<file path="config.mk">
export PLATFORM = sky130hd
export DESIGN_NAME = vca_allocator
export DESIGN_NICKNAME = d
export VERILOG_FILES = /design/src/vca_pkg.sv /design/src/vca_calc_if.sv /design/src/vca_addr_calc.sv /design/src/vca_allocator.sv
export SDC_FILE = /design/constraint.sdc
export NUM_CORES = 1
export LEC_CHECK = 0
export ABC_AREA = 1
export BUFFER_PORTS_ARGS = -buffer_cell sky130_fd_sc_hd__buf_2
export CAP_MARGIN = 10
export CELL_PAD_IN_SITES_DETAIL_PLACEMENT = 1
export CELL_PAD_IN_SITES_GLOBAL_PLACEMENT = 1
export CORE_UTILIZATION = 35
export DETAILED_ROUTE_END_ITERATION = 7
export MAX_ROUTING_LAYER = met4
export PLACE_DENSITY = 0.65
export SLEW_MARGIN = 20
export SYNTH_ARGS = -nofsm -noshare
export SYNTH_HDL_FRONTEND = slang
export SYNTH_HIERARCHICAL = 1
export SYNTH_SLANG_ARGS = --single-unit
</file>
<file path="constraint.sdc">
create_clock -name pclk -period 10.5 [get_ports pclk]
set_input_delay 1.575 -clock pclk [delete_from_list [all_inputs] [get_ports pclk]]
set_output_delay 1.575 -clock pclk [all_outputs]
set_load 0.1 [all_outputs]
</file>
<file path="src/vca_pkg.sv">
// ****************************************************************
// shared constants for the voice channel allocator
// ****************************************************************
package vca_pkg;

    // apb register byte offsets
    localparam logic [7:0] VCA_OFF_CTRL   = 8'h00;  // host selections
    localparam logic [7:0] VCA_OFF_CMD    = 8'h04;  // command strobes
    localparam logic [7:0] VCA_OFF_DSTART = 8'h08;  // direct start address
    localparam logic [7:0] VCA_OFF_DSTOP  = 8'h0C;  // direct stop address
    localparam logic [7:0] VCA_OFF_STATUS = 8'h10;  // live state
    localparam logic [7:0] VCA_OFF_ADDR   = 8'h14;  // last index entry

    // ctrl field positions
    localparam int VCA_CTRL_RECORDING_CONTROL_SELECT    = 0;  // recording_control_select
    localparam int VCA_CTRL_CSEL_LO = 1;  // word_count_select_low
    localparam int VCA_CTRL_CSEL_HI = 2;  // word_count_select_high
    localparam int VCA_CTRL_CH_LSB  = 3;  // channel select, 3 bits
    localparam int VCA_CTRL_SZ_LSB  = 6;  // memory size code, 3 bits
    localparam int VCA_CMD_COMMIT   = 0;  // write index entry
    localparam int VCA_ADDR_STOP_LSB = 16; // stop field in addr register

    // reset values
    localparam logic       VCA_RST_RECORDING_CONTROL_SELECT = 1'b1;
    localparam logic [1:0] VCA_RST_CSEL = 2'h0;
    localparam logic [2:0] VCA_RST_CH   = 3'h0;
    localparam logic [2:0] VCA_RST_SZ   = 3'h2;    // 1 Mbit
    localparam logic [11:0] VCA_RST_ADDR = 12'h000;

    // memory layout
    localparam logic [11:0] VCA_VOICE_BASE = 12'h008; // index area below
    localparam logic [11:0] VCA_EMPTY_STOP = 12'h007; // next start is base

    // word count shift amounts: 8, 4 and 2 words
    localparam logic [1:0] VCA_SH_8 = 2'h3;
    localparam logic [1:0] VCA_SH_4 = 2'h2;
    localparam logic [1:0] VCA_SH_2 = 2'h1;

    // control modes
    typedef enum logic [2:0] {
        VCA_MODE_DIRECT = 3'b001,
        VCA_MODE_FIXED  = 3'b010,
        VCA_MODE_FLEX   = 3'b100
    } vca_mode_e;

    // sequencer states
    typedef enum logic [2:0] {
        VCA_ST_IDLE = 3'b001,
        VCA_ST_CALC = 3'b010,
        VCA_ST_EMIT = 3'b100
    } vca_state_e;

    // highest word-direction address per size code
    function automatic logic [11:0] vca_max_addr(input logic [2:0] sz);
        case (sz)
            3'h0:    vca_max_addr = 12'h0FF; // 256 Kbit
            3'h1:    vca_max_addr = 12'h1FF; // 512 Kbit
            3'h2:    vca_max_addr = 12'h3FF; // 1 Mbit
            3'h3:    vca_max_addr = 12'h7FF; // 2 Mbit
            3'h4:    vca_max_addr = 12'hBFF; // 3 Mbit
            default: vca_max_addr = 12'hFFF; // 4 Mbit
        endcase
    endfunction

endpackage

</file>
<file path="src/vca_calc_if.sv">
`timescale 1ns/1ps
// ****************************************************************
// selections in, computed index entry out
// ****************************************************************
interface vca_calc_if;
    import vca_pkg::*;
    vca_mode_e   mode;       // latched control mode
    logic [1:0]  sh;         // log2 of word count
    logic [2:0]  chan;       // decoded channel
    logic [11:0] max_addr;   // top of memory
    logic [11:0] prev_stop;  // stop of preceding channel (flex)
    logic [11:0] dir_start;  // host supplied start (direct)
    logic [11:0] dir_stop;   // host supplied stop (direct)
    logic [11:0] start;      // resulting start address
    logic [11:0] stop;       // resulting stop address
    modport req  (output mode, sh, chan, max_addr, prev_stop, dir_start, dir_stop,
                  input start, stop);
    modport calc (input mode, sh, chan, max_addr, prev_stop, dir_start, dir_stop,
                  output start, stop);
endinterface

</file>
<file path="src/vca_addr_calc.sv">
`timescale 1ns/1ps
// ****************************************************************
// start and stop address arithmetic
// ****************************************************************
module vca_addr_calc
    import vca_pkg::*;
(
    vca_calc_if.calc c
);
    // data area size; the index words are excluded so the last fixed
    // partition never runs past the top of memory
    wire [12:0] span_w  = {1'b0, c.max_addr} + 13'h0001 - {1'b0, VCA_VOICE_BASE};
    wire [12:0] cap_w   = span_w >> c.sh;
    wire [12:0] prod_w  = 13'({10'h000, c.chan} * cap_w);
    wire [11:0] fx_st_w = VCA_VOICE_BASE + prod_w[11:0];
    wire [11:0] fx_sp_w = fx_st_w + cap_w[11:0] - 12'h001;
    // flex: ch0 at the data base, later ones just past the previous stop
    wire [11:0] fl_st_w = (c.chan == 3'h0) ? VCA_VOICE_BASE
                                          : c.prev_stop + 12'h001;

    // mode selection
    assign c.start = (c.mode == VCA_MODE_DIRECT) ? c.dir_start :
                     (c.mode == VCA_MODE_FIXED)  ? fx_st_w : fl_st_w;
    assign c.stop  = (c.mode == VCA_MODE_DIRECT) ? c.dir_stop :
                     (c.mode == VCA_MODE_FIXED)  ? fx_sp_w : c.max_addr;
endmodule

</file>
<file path="src/vca_allocator.sv">
`timescale 1ns/1ps
module vca_allocator
    import vca_pkg::*;
(
    input  wire logic        pclk,
    input  wire logic        presetn,
    input  wire logic        psel,
    input  wire logic        penable,
    input  wire logic        pwrite,
    input  wire logic [7:0]  paddr,
    input  wire logic [31:0] pwdata,
    output logic      [31:0] prdata,
    output logic             pready,
    output logic             pslverr,
    input  wire logic        host_mode,
    input  wire logic        word_count_select_low,
    input  wire logic        word_count_select_high,
    input  wire logic        channel_select_bit0,
    input  wire logic        channel_select_bit1,
    input  wire logic        channel_select_bit2,
    input  wire logic        powerdown_policy_pin,
    input  wire logic        alloc_req,
    input  wire logic        rec_active,
    input  wire logic        play_active,
    input  wire logic        rec_done,
    input  wire logic [11:0] rec_end_addr,
    output logic             idx_wr,
    output logic      [2:0]  idx_chan,
    output logic      [11:0] idx_start,
    output logic      [11:0] idx_stop,
    output logic             power_down,
    output logic             osc_stop
);

    // ****************************************************************
    // registers
    // ****************************************************************
    logic        recording_control_select_r;           // host recording_control_select
    logic [1:0]  csel_r;           // host word count bits
    logic [2:0]  ch_r;             // host channel command data
    logic [2:0]  sz_r;             // memory size code
    logic [11:0] dstart_r;         // direct start address
    logic [11:0] dstop_r;          // direct stop address
    vca_state_e  state_r;          // sequencer
    vca_state_e  state_nxt;
    vca_mode_e   mode_r;           // mode latched at commit
    logic [1:0]  sh_r;             // word count latched at commit
    logic [2:0]  cur_ch_r;         // channel latched at commit
    logic [11:0] stop_tbl_r [8];   // flex stop per channel
    logic [31:0] prdata_r;
    logic        pready_r;
    logic        pslverr_r;
    logic        idx_wr_r;
    logic [2:0]  idx_chan_r;
    logic [11:0] idx_start_r;
    logic [11:0] idx_stop_r;
    logic        pd_r;
    logic        pd_nxt;

    vca_calc_if calc_if ();

    // ****************************************************************
    // bus decode
    // ****************************************************************
    wire setup_w   = psel & ~penable;                  // first bus cycle
    wire wr_w      = psel & penable & pready_r & pwrite; // write completes
    wire hit_ctrl  = (paddr == VCA_OFF_CTRL);
    wire hit_cmd   = (paddr == VCA_OFF_CMD);
    wire hit_dst   = (paddr == VCA_OFF_DSTART);
    wire hit_dsp   = (paddr == VCA_OFF_DSTOP);
    wire hit_stat  = (paddr == VCA_OFF_STATUS);
    wire hit_addr  = (paddr == VCA_OFF_ADDR);
    wire hit_any   = hit_ctrl | hit_cmd | hit_dst | hit_dsp | hit_stat | hit_addr;

    // ****************************************************************
    // selection sources
    // ****************************************************************
    // stand-alone has no recording_control_select pin: it behaves as if held high, so
    // direct mode cannot be reached without a host
    wire       recording_control_select_w = host_mode ? recording_control_select_r : 1'b1;
    wire [1:0] csel_w = host_mode ? csel_r
                        : {word_count_select_high, word_count_select_low};
    wire [2:0] raw_ch_w = host_mode ? ch_r
                          : {channel_select_bit2, channel_select_bit1,
                             channel_select_bit0};

    // control mode from the select table
    wire vca_mode_e mode_w = !recording_control_select_w          ? VCA_MODE_DIRECT :
                             (csel_w == 2'h3) ? VCA_MODE_FLEX : VCA_MODE_FIXED;
    // word count: eight unless fixed with 4 or 2 words
    wire [1:0] sh_w = (mode_w != VCA_MODE_FIXED) ? VCA_SH_8 :
                      (csel_w == 2'h1) ? VCA_SH_4 :
                      (csel_w == 2'h2) ? VCA_SH_2 : VCA_SH_8;
    // fewer words use only the upper channel bits
    wire [2:0] chan_w = (sh_w == VCA_SH_4) ? {1'b0, raw_ch_w[2:1]} :
                        (sh_w == VCA_SH_2) ? {2'b00, raw_ch_w[2]} : raw_ch_w;

    // commit request: command write under host, pin otherwise
    wire go_w = host_mode ? (wr_w & hit_cmd & pwdata[VCA_CMD_COMMIT]) : alloc_req;

    // ****************************************************************
    // address calculator
    // ****************************************************************
    assign calc_if.mode      = mode_r;
    assign calc_if.sh        = sh_r;
    assign calc_if.chan      = cur_ch_r;
    assign calc_if.max_addr  = vca_max_addr(sz_r);
    // flex relies on channels being recorded in ascending order
    assign calc_if.prev_stop = stop_tbl_r[cur_ch_r - 3'h1];
    assign calc_if.dir_start = dstart_r;
    assign calc_if.dir_stop  = dstop_r;

    vca_addr_calc u_calc (
        .c (calc_if.calc)
    );

    // ****************************************************************
    // sequencer
    // ****************************************************************
    // idle -> calc (inputs latched) -> emit (index write pulse)
    always_comb begin
        case (state_r)
            VCA_ST_IDLE: state_nxt = go_w ? VCA_ST_CALC : VCA_ST_IDLE;
            VCA_ST_CALC: state_nxt = VCA_ST_EMIT;
            VCA_ST_EMIT: state_nxt = VCA_ST_IDLE;
            default:     state_nxt = VCA_ST_IDLE;
        endcase
    end

    // power down held in reset, and in stand-alone when idle under policy low
    assign pd_nxt = !host_mode && !powerdown_policy_pin
                    && !(rec_active || play_active);

    // state register; power down holds the sequencer in idle
    always_ff @(posedge pclk or negedge presetn) begin
        if (!presetn) begin
            state_r <= VCA_ST_IDLE;
        end else if (pd_r) begin
            state_r <= VCA_ST_IDLE;
        end else begin
            state_r <= state_nxt;
        end
    end

    // selections latched at commit so pin changes cannot tear an entry
    always_ff @(posedge pclk or negedge presetn) begin
        if (!presetn) begin
            mode_r   <= VCA_MODE_FIXED;
            sh_r     <= VCA_SH_8;
            cur_ch_r <= VCA_RST_CH;
        end else if (state_r == VCA_ST_IDLE && go_w && !pd_r) begin
            mode_r   <= mode_w;
            sh_r     <= sh_w;
            cur_ch_r <= chan_w;
        end
    end

    // index entry toward memory: fields set in calc, strobe in emit
    always_ff @(posedge pclk or negedge presetn) begin
        if (!presetn) begin
            idx_wr_r    <= 1'b0;
            idx_chan_r  <= VCA_RST_CH;
            idx_start_r <= VCA_RST_ADDR;
            idx_stop_r  <= VCA_RST_ADDR;
        end else begin
            idx_wr_r <= (state_r == VCA_ST_CALC) && !pd_r;
            if (state_r == VCA_ST_CALC) begin
                idx_chan_r  <= cur_ch_r;
                idx_start_r <= calc_if.start;
                idx_stop_r  <= calc_if.stop;
            end
        end
    end

    // ****************************************************************
    // flex stop table
    // ****************************************************************
    // entries keep their contents across power down like the memory
    for (genvar i = 0; i < 8; i++) begin : g_tbl
        always_ff @(posedge pclk or negedge presetn) begin
            if (!presetn) begin
                stop_tbl_r[i] <= VCA_EMPTY_STOP;
            end else if (rec_done && mode_r == VCA_MODE_FLEX
                         && cur_ch_r == 3'(i)) begin
                stop_tbl_r[i] <= rec_end_addr;
            end
        end
    end

    // power state and oscillator gate
    always_ff @(posedge pclk or negedge presetn) begin
        if (!presetn) begin
            pd_r <= 1'b1;
        end else begin
            pd_r <= pd_nxt;
        end
    end

    // ****************************************************************
    // apb registers
    // ****************************************************************
    // host selection and direct address registers
    always_ff @(posedge pclk or negedge presetn) begin
        if (!presetn) begin
            recording_control_select_r   <= VCA_RST_RECORDING_CONTROL_SELECT;
            csel_r   <= VCA_RST_CSEL;
            ch_r     <= VCA_RST_CH;
            sz_r     <= VCA_RST_SZ;
            dstart_r <= VCA_RST_ADDR;
            dstop_r  <= VCA_RST_ADDR;
        end else if (wr_w) begin
            if (hit_ctrl) begin
                recording_control_select_r <= pwdata[VCA_CTRL_RECORDING_CONTROL_SELECT];
                csel_r <= pwdata[VCA_CTRL_CSEL_HI:VCA_CTRL_CSEL_LO];
                ch_r   <= pwdata[VCA_CTRL_CH_LSB +: 3];
                sz_r   <= pwdata[VCA_CTRL_SZ_LSB +: 3];
            end
            if (hit_dst) begin
                dstart_r <= pwdata[11:0];
            end
            if (hit_dsp) begin
                dstop_r <= pwdata[11:0];
            end
        end
    end

    // read mux
    wire [31:0] ctrl_rd_w = {23'h000000, sz_r, ch_r, csel_r, recording_control_select_r};
    wire [31:0] stat_rd_w = {23'h000000, pd_r, host_mode, cur_ch_r,
                             (state_r != VCA_ST_IDLE), mode_r};
    wire [31:0] addr_rd_w = {4'h0, idx_stop_r, 4'h0, idx_start_r};
    wire [31:0] rd_w = hit_ctrl ? ctrl_rd_w :
                       hit_dst  ? {20'h00000, dstart_r} :
                       hit_dsp  ? {20'h00000, dstop_r} :
                       hit_stat ? stat_rd_w :
                       hit_addr ? addr_rd_w : 32'h00000000;

    // one wait-free access phase: ready rises on the edge that ends the setup cycle
    always_ff @(posedge pclk or negedge presetn) begin
        if (!presetn) begin
            pready_r  <= 1'b0;
            pslverr_r <= 1'b0;
            prdata_r  <= 32'h00000000;
        end else begin
            pready_r  <= setup_w;
            pslverr_r <= setup_w & ~hit_any;
            prdata_r  <= (setup_w & ~pwrite) ? rd_w : 32'h00000000;
        end
    end

    assign prdata     = prdata_r;
    assign pready     = pready_r;
    assign pslverr    = pslverr_r;
    assign idx_wr     = idx_wr_r;
    assign idx_chan   = idx_chan_r;
    assign idx_start  = idx_start_r;
    assign idx_stop   = idx_stop_r;
    assign power_down = pd_r;
    assign osc_stop   = pd_r;
endmodule

</file>
==> out/results.ini, run 1 <==
[detailed_routing]
route.vias.total = 10236
wl_um = 35800
wl_per_cell_um = 17.5
vias_per_cell = 4.99
dr.pass1.iters = 5
ant_nets = 0
drt_first_iter_violations = 564
drc = 0

[timing]
period_share = 0.583
slew_headroom = 0.236
drv_slew = 0
post-route-min-period_ns = 6.12
tightestPinTransition_ns = 1.14
hold_violations = 0
whs_ns = 0.475
worst_slack_ns = 4.38
fin_setup_tns_ns = 0
max_freq_ghz = 0.163
rsz0062_at_grt = false
setup_viol = 0
fin_skew_ns = 0.0120

[clock_network]
hold_buffers = 0
postCtsSetupBuffers = 0
post_cts_resized = 0
clock_latency_ns = 0.45
h-tree-depth = 4
path_clk_slew_ns = 0.08
cts.path.max_buffers = 2
cts_tree = yes
cts-root-buf = clkbuf_16
cts_buffers = 17
cts_sinks = 195

[critical_path]
required_ns = 10.83
worstSetupPathType = flop to flop
slowest_delay_ns = 0.71
crit_top_cell = nand2_1
worst_ep_arrival_time_ns = 6.45
crit_path_max_fanout = 16
slowest_stage = dfstp_2
start_kind = flop
crit_path_end_kind = flop

[synthesis]
async_flop_share = 1.00
syn_inst = 1499
synth.top_cell.area_share = 0.352
synthTopCellsByCount = nand2_1 (369), o21ai_0 (176), dfrtp_1 (164), inv_1 (138), nor2_1 (136)
yosysWarnings = 6
synth_area_um2 = 11600
synth_area_leaders = dfrtp_1 (35%), nand2_1 (12%), o21ai_0 (7.6%)
synth_edf_count = 0
yosysMostFrequentCell = nand2_1
synth_top_area_cell = dfrtp_1
syn_area_per_cell_um2 = 7.77
synth.distinct_cells = 49
synthFlopType = dfrtp_1
synth_seq_cells = 195
yosysSeqAreaShare = 0.422

[power]
vdd_ir_drop_max_mv = 0.141
power.density_nw_per_um2 = 280
p_leak_nw = 6.51

[floorplan]
die-area_um2 = 34000
core_um2 = 32600
die_h_um = 184
num_io_pins = 132
dieWidth_um = 184
rows = 66
start_util = 0.357

[cells_and_area]
fin_area_um2 = 13300
drive_above_1_share = 0.156
area_growth_pct = 13.9
antenna_cells = 0
n_fill_cell = 4057
final_nets = 1719

[global_route]
grt_overflow_total = 0
first_global_vias = 10376
grt_max_degree = 70
track_usage = 0.224
grt_first_pass_wirelength_um = 57000
grt_antenna_before_repair = 0

[run]
drv_cap = 0

[run_status]
status = complete, no violations

[place]
dp.final_hpwl_um = 25900
dpl_cell_area_um2 = 12600
port-buffer-count = 103
globalplace.congestion = 0.832
dp_slack_ns = 4.41

[hold_path]
min_path_type = flop to flop

[worst paths after layout]
| path | startpoint | to | slack (ns) | cells past startpoint |
|---|---|---|---|---|
| hold / removal | stop_tbl_r[48] | stop_tbl_r[48] | 0.47 | 2 |
| hold reg to reg | stop_tbl_r[48] | stop_tbl_r[48] | 0.47 | 2 |
| setup reg to reg | calc_if.sh[0] | idx_stop[11] | 4.38 | 33 |
| max in group asynchronous | presetn | stop_tbl_r[21] | 7.29 | 3 |
| min in group asynchronous | presetn | prdata[24] | 1.11 | 1 |
| setup / recovery | calc_if.sh[0] | idx_stop[11] | 4.38 | 33 |
[state kept, by name (all words and copies together), names as in the netlist, 12 cells and up]
register,flops
calc_if.dir_start,12
calc_if.dir_stop,12
idx_start,12
idx_stop,12
prdata,24
stop_tbl_r,96
[cell usage in the layout (no fill, tap or decap), drive strengths merged, types with 12 or more instances in the layout]
| cell | synthesis | layout |
|---|---|---|
| nand2 | 386 | 386 |
| o21ai | 227 | 227 |
| dfrtp | 164 | 164 |
| inv | 144 | 150 |
| nor2 | 146 | 146 |
| buf | 33 | 114 |
| nand3 | 87 | 87 |
| ha | 45 | 45 |
| a21oi | 42 | 42 |
| conb | 2 | 38 |
| dfstp | 31 | 31 |
| clkbuf | 41 | 19 |
| mux2i | 16 | 16 |
| nor3 | 16 | 16 |
| nand3b | 14 | 14 |
| o22ai | 13 | 13 |
| xor2 | 12 | 12 |
| o32ai | 12 | 12 |
| nor3b | 12 | 12 |
[where the power goes]
part	internal, W	switching [W]	total [W]
sequential	0.000865	0.0000950	0.000960
combinational	0.000578	0.00144	0.00202
clock	0.000409	0.000323	0.000731
[per-layer routing]
metal / GRT usage / vias to the layer above / part of all wire
li1: - / 5053 / -
met3: 0.0306 / 32 / 0.025
met4: 0.0597 / 0 / 0.019
met5: - / - / 0
met1: 0.282 / 4995 / 0.46
met2: 0.376 / 156 / 0.49
[cell type report]
cell class              count  area (µm²)  area share
inverters                 147         552      0.0416
repair buffers            115         614      0.0463
multi-input cells        1119        5980       0.451
well taps                 442         553      0.0417
clock buffers              18         429      0.0323
flip-flops and latches    195        4920       0.371
clock inverters            14         216      0.0163
[critical path: cells and delay by family (launching register included)]
family                     cells  cell delay (ns)
and+or+nand+nor               17             2.02
muxes                          1             0.23
DFF                            1             0.71
AOI/OAI and AO/OA              5             0.89
adders and majority gates      5             1.66
buffers and inverters          5             0.48
[metrics by stage]
step                      cells  utilization  power (W)
after CTS                  2050        0.406    0.00374
after floorplan            1535            -    0.00246
final                      2050        0.407    0.00371
after detailed placement   2018        0.386    0.00300
after global placement     2018        0.386    0.00296
after global routing       2050        0.407    0.00400
[logic make-up (layout without fill, tap and decap cells)]
group | Yosys count | in the layout | share of synthesized area
compound gates | 315 | 315 | 0.144
xor+xnor | 15 | 15 | 0.0113
fa+ha+maj | 56 | 56 | 0.0673
buf+inv | 221 | 294 | 0.0782
flops | 195 | 195 | 0.422
mux | 16 | 16 | 0.0138
other cells | 2 | 38 | 0.000645
simple gates | 679 | 679 | 0.262
Note: power is estimated with default switching activity, not from simulation.
==> inputs of run 2 (changes only) <==
- PLACE_DENSITY: 0.65 -> 0.67
- clock period: 10.5 -> 5.4 ns (I/O delays scaled with it)
==> run 2 against run 1 <==
Effect of this change: flip-flop and latch count stayed put; clock skew is 0.0079 ns higher; core utilization is 1.9 points higher; critical path type unchanged; highest routed layer unchanged.
==> out/results.ini, run 2 (synthesis results as in run 1) <==
[run_status]
status = complete, no violations

[critical_path]
slowest_delay_ns = 0.55  ; -0.16 ns
r2r_slack_ns = 0.28  ; -4.09 ns
crit_path_max_fanout = 10  ; -6
r2r-end = idx_stop[11]
reg2regPathDepth = 33  ; unchanged
r2r_start = calc_if.sh[0]
crit_path_end_kind = flop
worstSetupPathType = flop to flop
critPathTopFamily = adder cells
crit_top_cell = nand2_1
start_kind = flop
worst_ep_arrival_time_ns = 5.45  ; -1.00 ns
worstPathBufferInverterCount = 6  ; +1
required_ns = 5.74  ; -5.09 ns
slowest_stage = dfstp_2

[timing]
period_share = 0.947  ; +0.364
worst_slack_ns = 0.285  ; -4.09 ns
slew_headroom = 0.269  ; +0.0325
hold_violations = 0  ; unchanged
max_freq_ghz = 0.195  ; +20%
drv_slew = 0  ; unchanged
post-route-min-period_ns = 5.12  ; -1.01 ns
setup_viol = 0  ; unchanged
fin_skew_ns = 0.0199  ; +0.00789 ns
tightestPinTransition_ns = 1.09  ; -0.0496 ns

[hold_path]
min_path_type = input pin to flop
worstHoldStart = rec_active
hold_depth = 2  ; unchanged
whs_endpoint = osc_stop

[floorplan]
rows = 66  ; unchanged
dieWidth_um = 184  ; unchanged
core_um2 = 32600  ; unchanged
die-area_um2 = 34000  ; unchanged
die_h_um = 184  ; unchanged
start_util = 0.357  ; unchanged
num_io_pins = 132  ; unchanged

[run]
drv_cap = 0  ; unchanged

[place]
port-buffer-count = 103  ; unchanged
dp_slack_ns = -0.198  ; -4.61 ns
dp.final_hpwl_um = 25900  ; +0.11%
globalplace.congestion = 0.831  ; -0.11%

[cells_and_area]
multi_input_area_um2 = 6240  ; +4.3%
layout.cells.most_common_list = nand2_1 (365), o21ai_0 (163), dfrtp_1 (163)
max_flop_register = stop_tbl_r
final_common_cell = nand2_1
largest_reg_flops = 96  ; unchanged
antenna_cells = 0  ; unchanged
drive_above_1_share = 0.208  ; +0.0519
area_growth_pct = 19.3
final_nets = 1765  ; +2.7%
n_fill_cell = 4032  ; -0.62%
seqCellArea_um2 = 4920  ; unchanged

[detailed_routing]
dr.pass1.iters = 5  ; unchanged
drc = 0  ; unchanged
drt_first_iter_violations = 514  ; -8.9%
ant_nets = 0  ; unchanged
vias_per_cell = 4.98  ; -0.33%
wl_per_cell_um = 17.3  ; -1.0%
wl_um = 36200  ; +1.2%
route.vias.total = 10431  ; +1.9%

[power]
vdd_ir_drop_max_mv = 0.267  ; +90%
power_w = 0.00766  ; +110%
p_leak_nw = 6.76  ; +3.8%
power.density_nw_per_um2 = 551  ; +97%

[clock_network]
clock_latency_ns = 0.47  ; +0.02 ns
cts.path.max_buffers = 2  ; unchanged
cts_buffers = 17  ; unchanged
cts-root-buf = clkbuf_16
path_clk_slew_ns = 0.08  ; about the same
h-tree-depth = 4  ; unchanged
cts_sinks = 195  ; unchanged
cts_tree = yes

[global_route]
grt_max_degree = 103  ; +47%
first_global_vias = 10630  ; +2.4%
grt_first_pass_wirelength_um = 57600  ; +0.99%
grt_antenna_before_repair = 0  ; unchanged
grt_overflow_total = 0  ; unchanged
track_usage = 0.227  ; +0.00325

==> run 2: repair_timing <==
item / in CTS / in global routing
pin swaps: 3 / 24
setup buffers: 0 / 12
hold buffers: 0 / 0
cloned: 0 / 0
setup endpoints to repair: 2 / 4
gates resized for setup: 11 / 57
==> run 2: report_power, final <==
part           switching (W)  total [W]  internal (W)
logic                0.00299    0.00442       0.00143
registers           0.000163    0.00184       0.00168
clock network       0.000637    0.00140      0.000758
==> run 2: metrics by stage <==
step	area [µm²]	hold WS (ns)	util	setup TNS [ns]	cells
after floorplan	11800	0.448	-	0	1535
after global placement	12900	0.461	0.395	-0.0863	2052
after detailed placement	12900	0.468	0.395	-0.239	2052
after CTS	13500	0.446	0.415	0	2084
after global routing	13900	0.448	0.426	-0.0524	2096
final	13900	0.456	0.426	0	2096
==> run 2: worst max-delay path by stage <==
stage	from	to	slack (ns)	cells after the start
floorplan	calc_if.sh[0]	idx_stop[11]	0.24	35
global placement	sz_r[1]	idx_stop[11]	-0.09	35
detailed placement	sz_r[1]	idx_stop[11]	-0.20	35
CTS	calc_if.sh[0]	idx_stop[11]	0.02	34
global route	sz_r[2]	idx_stop[11]	-0.05	37
finish	calc_if.sh[0]	idx_stop[11]	0.28	33
==> run 2: layer usage <==
layer | part of all wire | track usage | up-vias | wire length (µm)
met1 | 0.45 | 0.284 | 5104 | 16400
met2 | 0.50 | 0.388 | 155 | 18300
met4 | 0.015 | 0.0587 | 0 | 527
met5 | 0 | - | - | 0
li1 | - | - | 5140 | -
met3 | 0.027 | 0.0273 | 32 | 989
==> run 2: cell type report <==
class	instances	share of cell area
sequential	195	0.354
clock inverter	14	0.0140
tap	442	0.0398
clock buffer	18	0.0316
multi-input combinational	1119	0.449
inverter	147	0.0399
timing repair buffer	161	0.0714
==> inputs of run 3 (changes only) <==
- CORE_MARGIN: default -> 2
==> run 3 against run 2 <==
Effect of this change: worst setup slack better by 0.063 ns; highest routed layer unchanged; clock-buffer cell count is 3 higher; fmax is 1.2% higher; design area is 0.79% lower; clock skew is 0.0042 ns lower.
==> out/results.ini, run 3 (synthesis results as in run 1) <==
[cells_and_area]
max_flop_register = stop_tbl_r
antenna_cells = 0  ; unchanged
layout.cells.most_common_list = nand2_1 (362), o21ai_0 (164), dfrtp_1 (162)
drive_above_1_share = 0.209  ; +0.00111
final_common_cell = nand2_1
largest_reg_flops = 96  ; unchanged
area_growth_pct = 18.3
fin_area_um2 = 13800  ; -0.79%
final_core_util = 0.422  ; -0.00337
n_fill_cell = 4055  ; +0.57%
final_nets = 1761  ; -0.23%

[floorplan]
start_util = 0.357  ; unchanged
rows = 66  ; unchanged
die_h_um = 186  ; +1.1%
core_um2 = 32600  ; unchanged
dieWidth_um = 186  ; +1.1%
die-area_um2 = 34800  ; +2.2%
num_io_pins = 132  ; unchanged

[global_route]
grt_max_degree = 102  ; -0.97%
grt_first_pass_wirelength_um = 58700  ; +1.9%
grt_antenna_before_repair = 0  ; unchanged
track_usage = 0.219  ; -0.00863
first_global_vias = 10764  ; +1.3%
grt_overflow_total = 0  ; unchanged

[place]
port-buffer-count = 103  ; unchanged
dp.final_hpwl_um = 26300  ; +1.7%
dpl_cell_area_um2 = 12900  ; -0.16%
globalplace.congestion = 0.821  ; -1.1%

[timing]
hold_violations = 0  ; unchanged
fin_skew_ns = 0.0157  ; -0.00421 ns
setup_viol = 0  ; unchanged
rsz0062_at_grt = true
slew_headroom = 0.295  ; +0.0258
max_freq_ghz = 0.198  ; +1.2%
drv_slew = 0  ; unchanged
post-route-min-period_ns = 5.05  ; -0.0630 ns
tightestPinTransition_ns = 1.06  ; -0.0377 ns
period_share = 0.936  ; -0.0117

[run]
drv_cap = 0  ; unchanged

[clock_network]
cts-root-buf = clkbuf_16
cts_tree = yes
clock_latency_ns = 0.45  ; -0.02 ns
hold_buffers = 0  ; unchanged
cts.path.max_buffers = 2  ; unchanged
cts_sinks = 195  ; unchanged
path_clk_slew_ns = 0.08  ; about the same
h-tree-depth = 4  ; unchanged
cts_buffers = 17  ; unchanged

[critical_path]
crit_path_end_kind = flop
required_ns = 5.74  ; about the same
crit_path_max_fanout = 3  ; -7
slowest_delay_ns = 0.54  ; about the same
worstSetupPathType = flop to flop
start_kind = flop
slowest_stage = dfstp_2
worst_ep_arrival_time_ns = 5.39  ; -0.06 ns

[detailed_routing]
dr.pass1.iters = 4  ; -1
drt_first_iter_violations = 669  ; +30%
drc = 0  ; unchanged
wl_um = 36200  ; +0.11%
ant_nets = 0  ; unchanged
vias_per_cell = 4.96  ; -0.31%
route.vias.total = 10379  ; -0.50%
wl_per_cell_um = 17.3  ; +0.30%

[power]
p_leak_nw = 6.68  ; -1.1%
vdd_ir_drop_max_mv = 0.359  ; +34%
power.density_nw_per_um2 = 542  ; -1.7%

[hold_path]
min_path_type = input pin to asynchronous set/reset pin

[run_status]
status = complete, no violations

[run 3: cell count changes in the layout (fill, tap and decap cells not counted), sizes merged]
cell	before	now
clkinv	7	6
clkbuf	19	22
bufinv	3	0
inv	150	151
buf	160	156
[run 3: cell type report]
class	count	area (µm²)	area share
inverter	147	554	0.0402
multi-input combinational	1119	6250	0.454
clock inverter	11	88.8	0.00645
timing repair buffer	157	950	0.0689
clock buffer	21	462	0.0335
tap	442	553	0.0401
sequential	195	4920	0.357
[run 3: metrics by stage]
| stage | hold WS [ns] | setup slack (ns) | total power (W) | instances | setup TNS [ns] |
|---|---|---|---|---|---|
| after CTS | 0.456 | 0.00924 | 0.00728 | 2083 | 0 |
| after global placement | 0.461 | -0.0945 | 0.00591 | 2051 | -0.0945 |
| after floorplan | 0.448 | 0.244 | 0.00478 | 1535 | 0 |
| final | 0.405 | 0.348 | 0.00746 | 2092 | 0 |
| after global routing | 0.464 | -0.0520 | 0.00806 | 2092 | -0.0676 |
| after detailed placement | 0.468 | -0.276 | 0.00598 | 2051 | -0.276 |
[run 3: worst paths after layout]
path	endpoint	slack (ns)	start	depth (start not counted)
max	idx_stop[11]	0.35	sz_r[1]	36
min	prdata[21]	0.41	presetn	1
max reg2reg	idx_stop[11]	0.35	sz_r[1]	36
min reg2reg	stop_tbl_r[72]	0.48	stop_tbl_r[72]	2
max in group asynchronous	calc_if.chan[0]	3.83	presetn	2
min in group pclk	osc_stop	0.47	rec_active	2
[run 3: timing repair]
item,in CTS,in global routing
setup endpoints to repair,2,4
endpoints found under the hold margin,0,0
setup buffers,0,9
pin swaps,2,29
resized for setup,11,64
[run 3: per-layer routing]
layer	vias to the layer above	share of wire	GRT usage
met3	33	0.024	0.0239
li1	5137	-	-
met1	5077	0.45	0.276
met5	-	0	-
met2	132	0.51	0.375
met4	0	0.016	0.0542
[run 3: worst max-delay path: cells and delay by family, from the launching register on]
family                     cells  cell delay (ns)
and+or+nand+nor               18             1.56
muxes                          1             0.12
xor gates and xnor gates       1             0.18
buffers and inverters          7             0.49
adders and majority gates      5             1.53
AOI/OAI and AO/OA              4             0.50
DFF                            1             0.54
[run 3: power breakdown]
group          leakage, nW  total, W  internal (W)  switching (W)
logic                 3.85   0.00438       0.00141        0.00297
clock network        0.271   0.00124      0.000628       0.000612
registers             2.56   0.00184       0.00168       0.000159
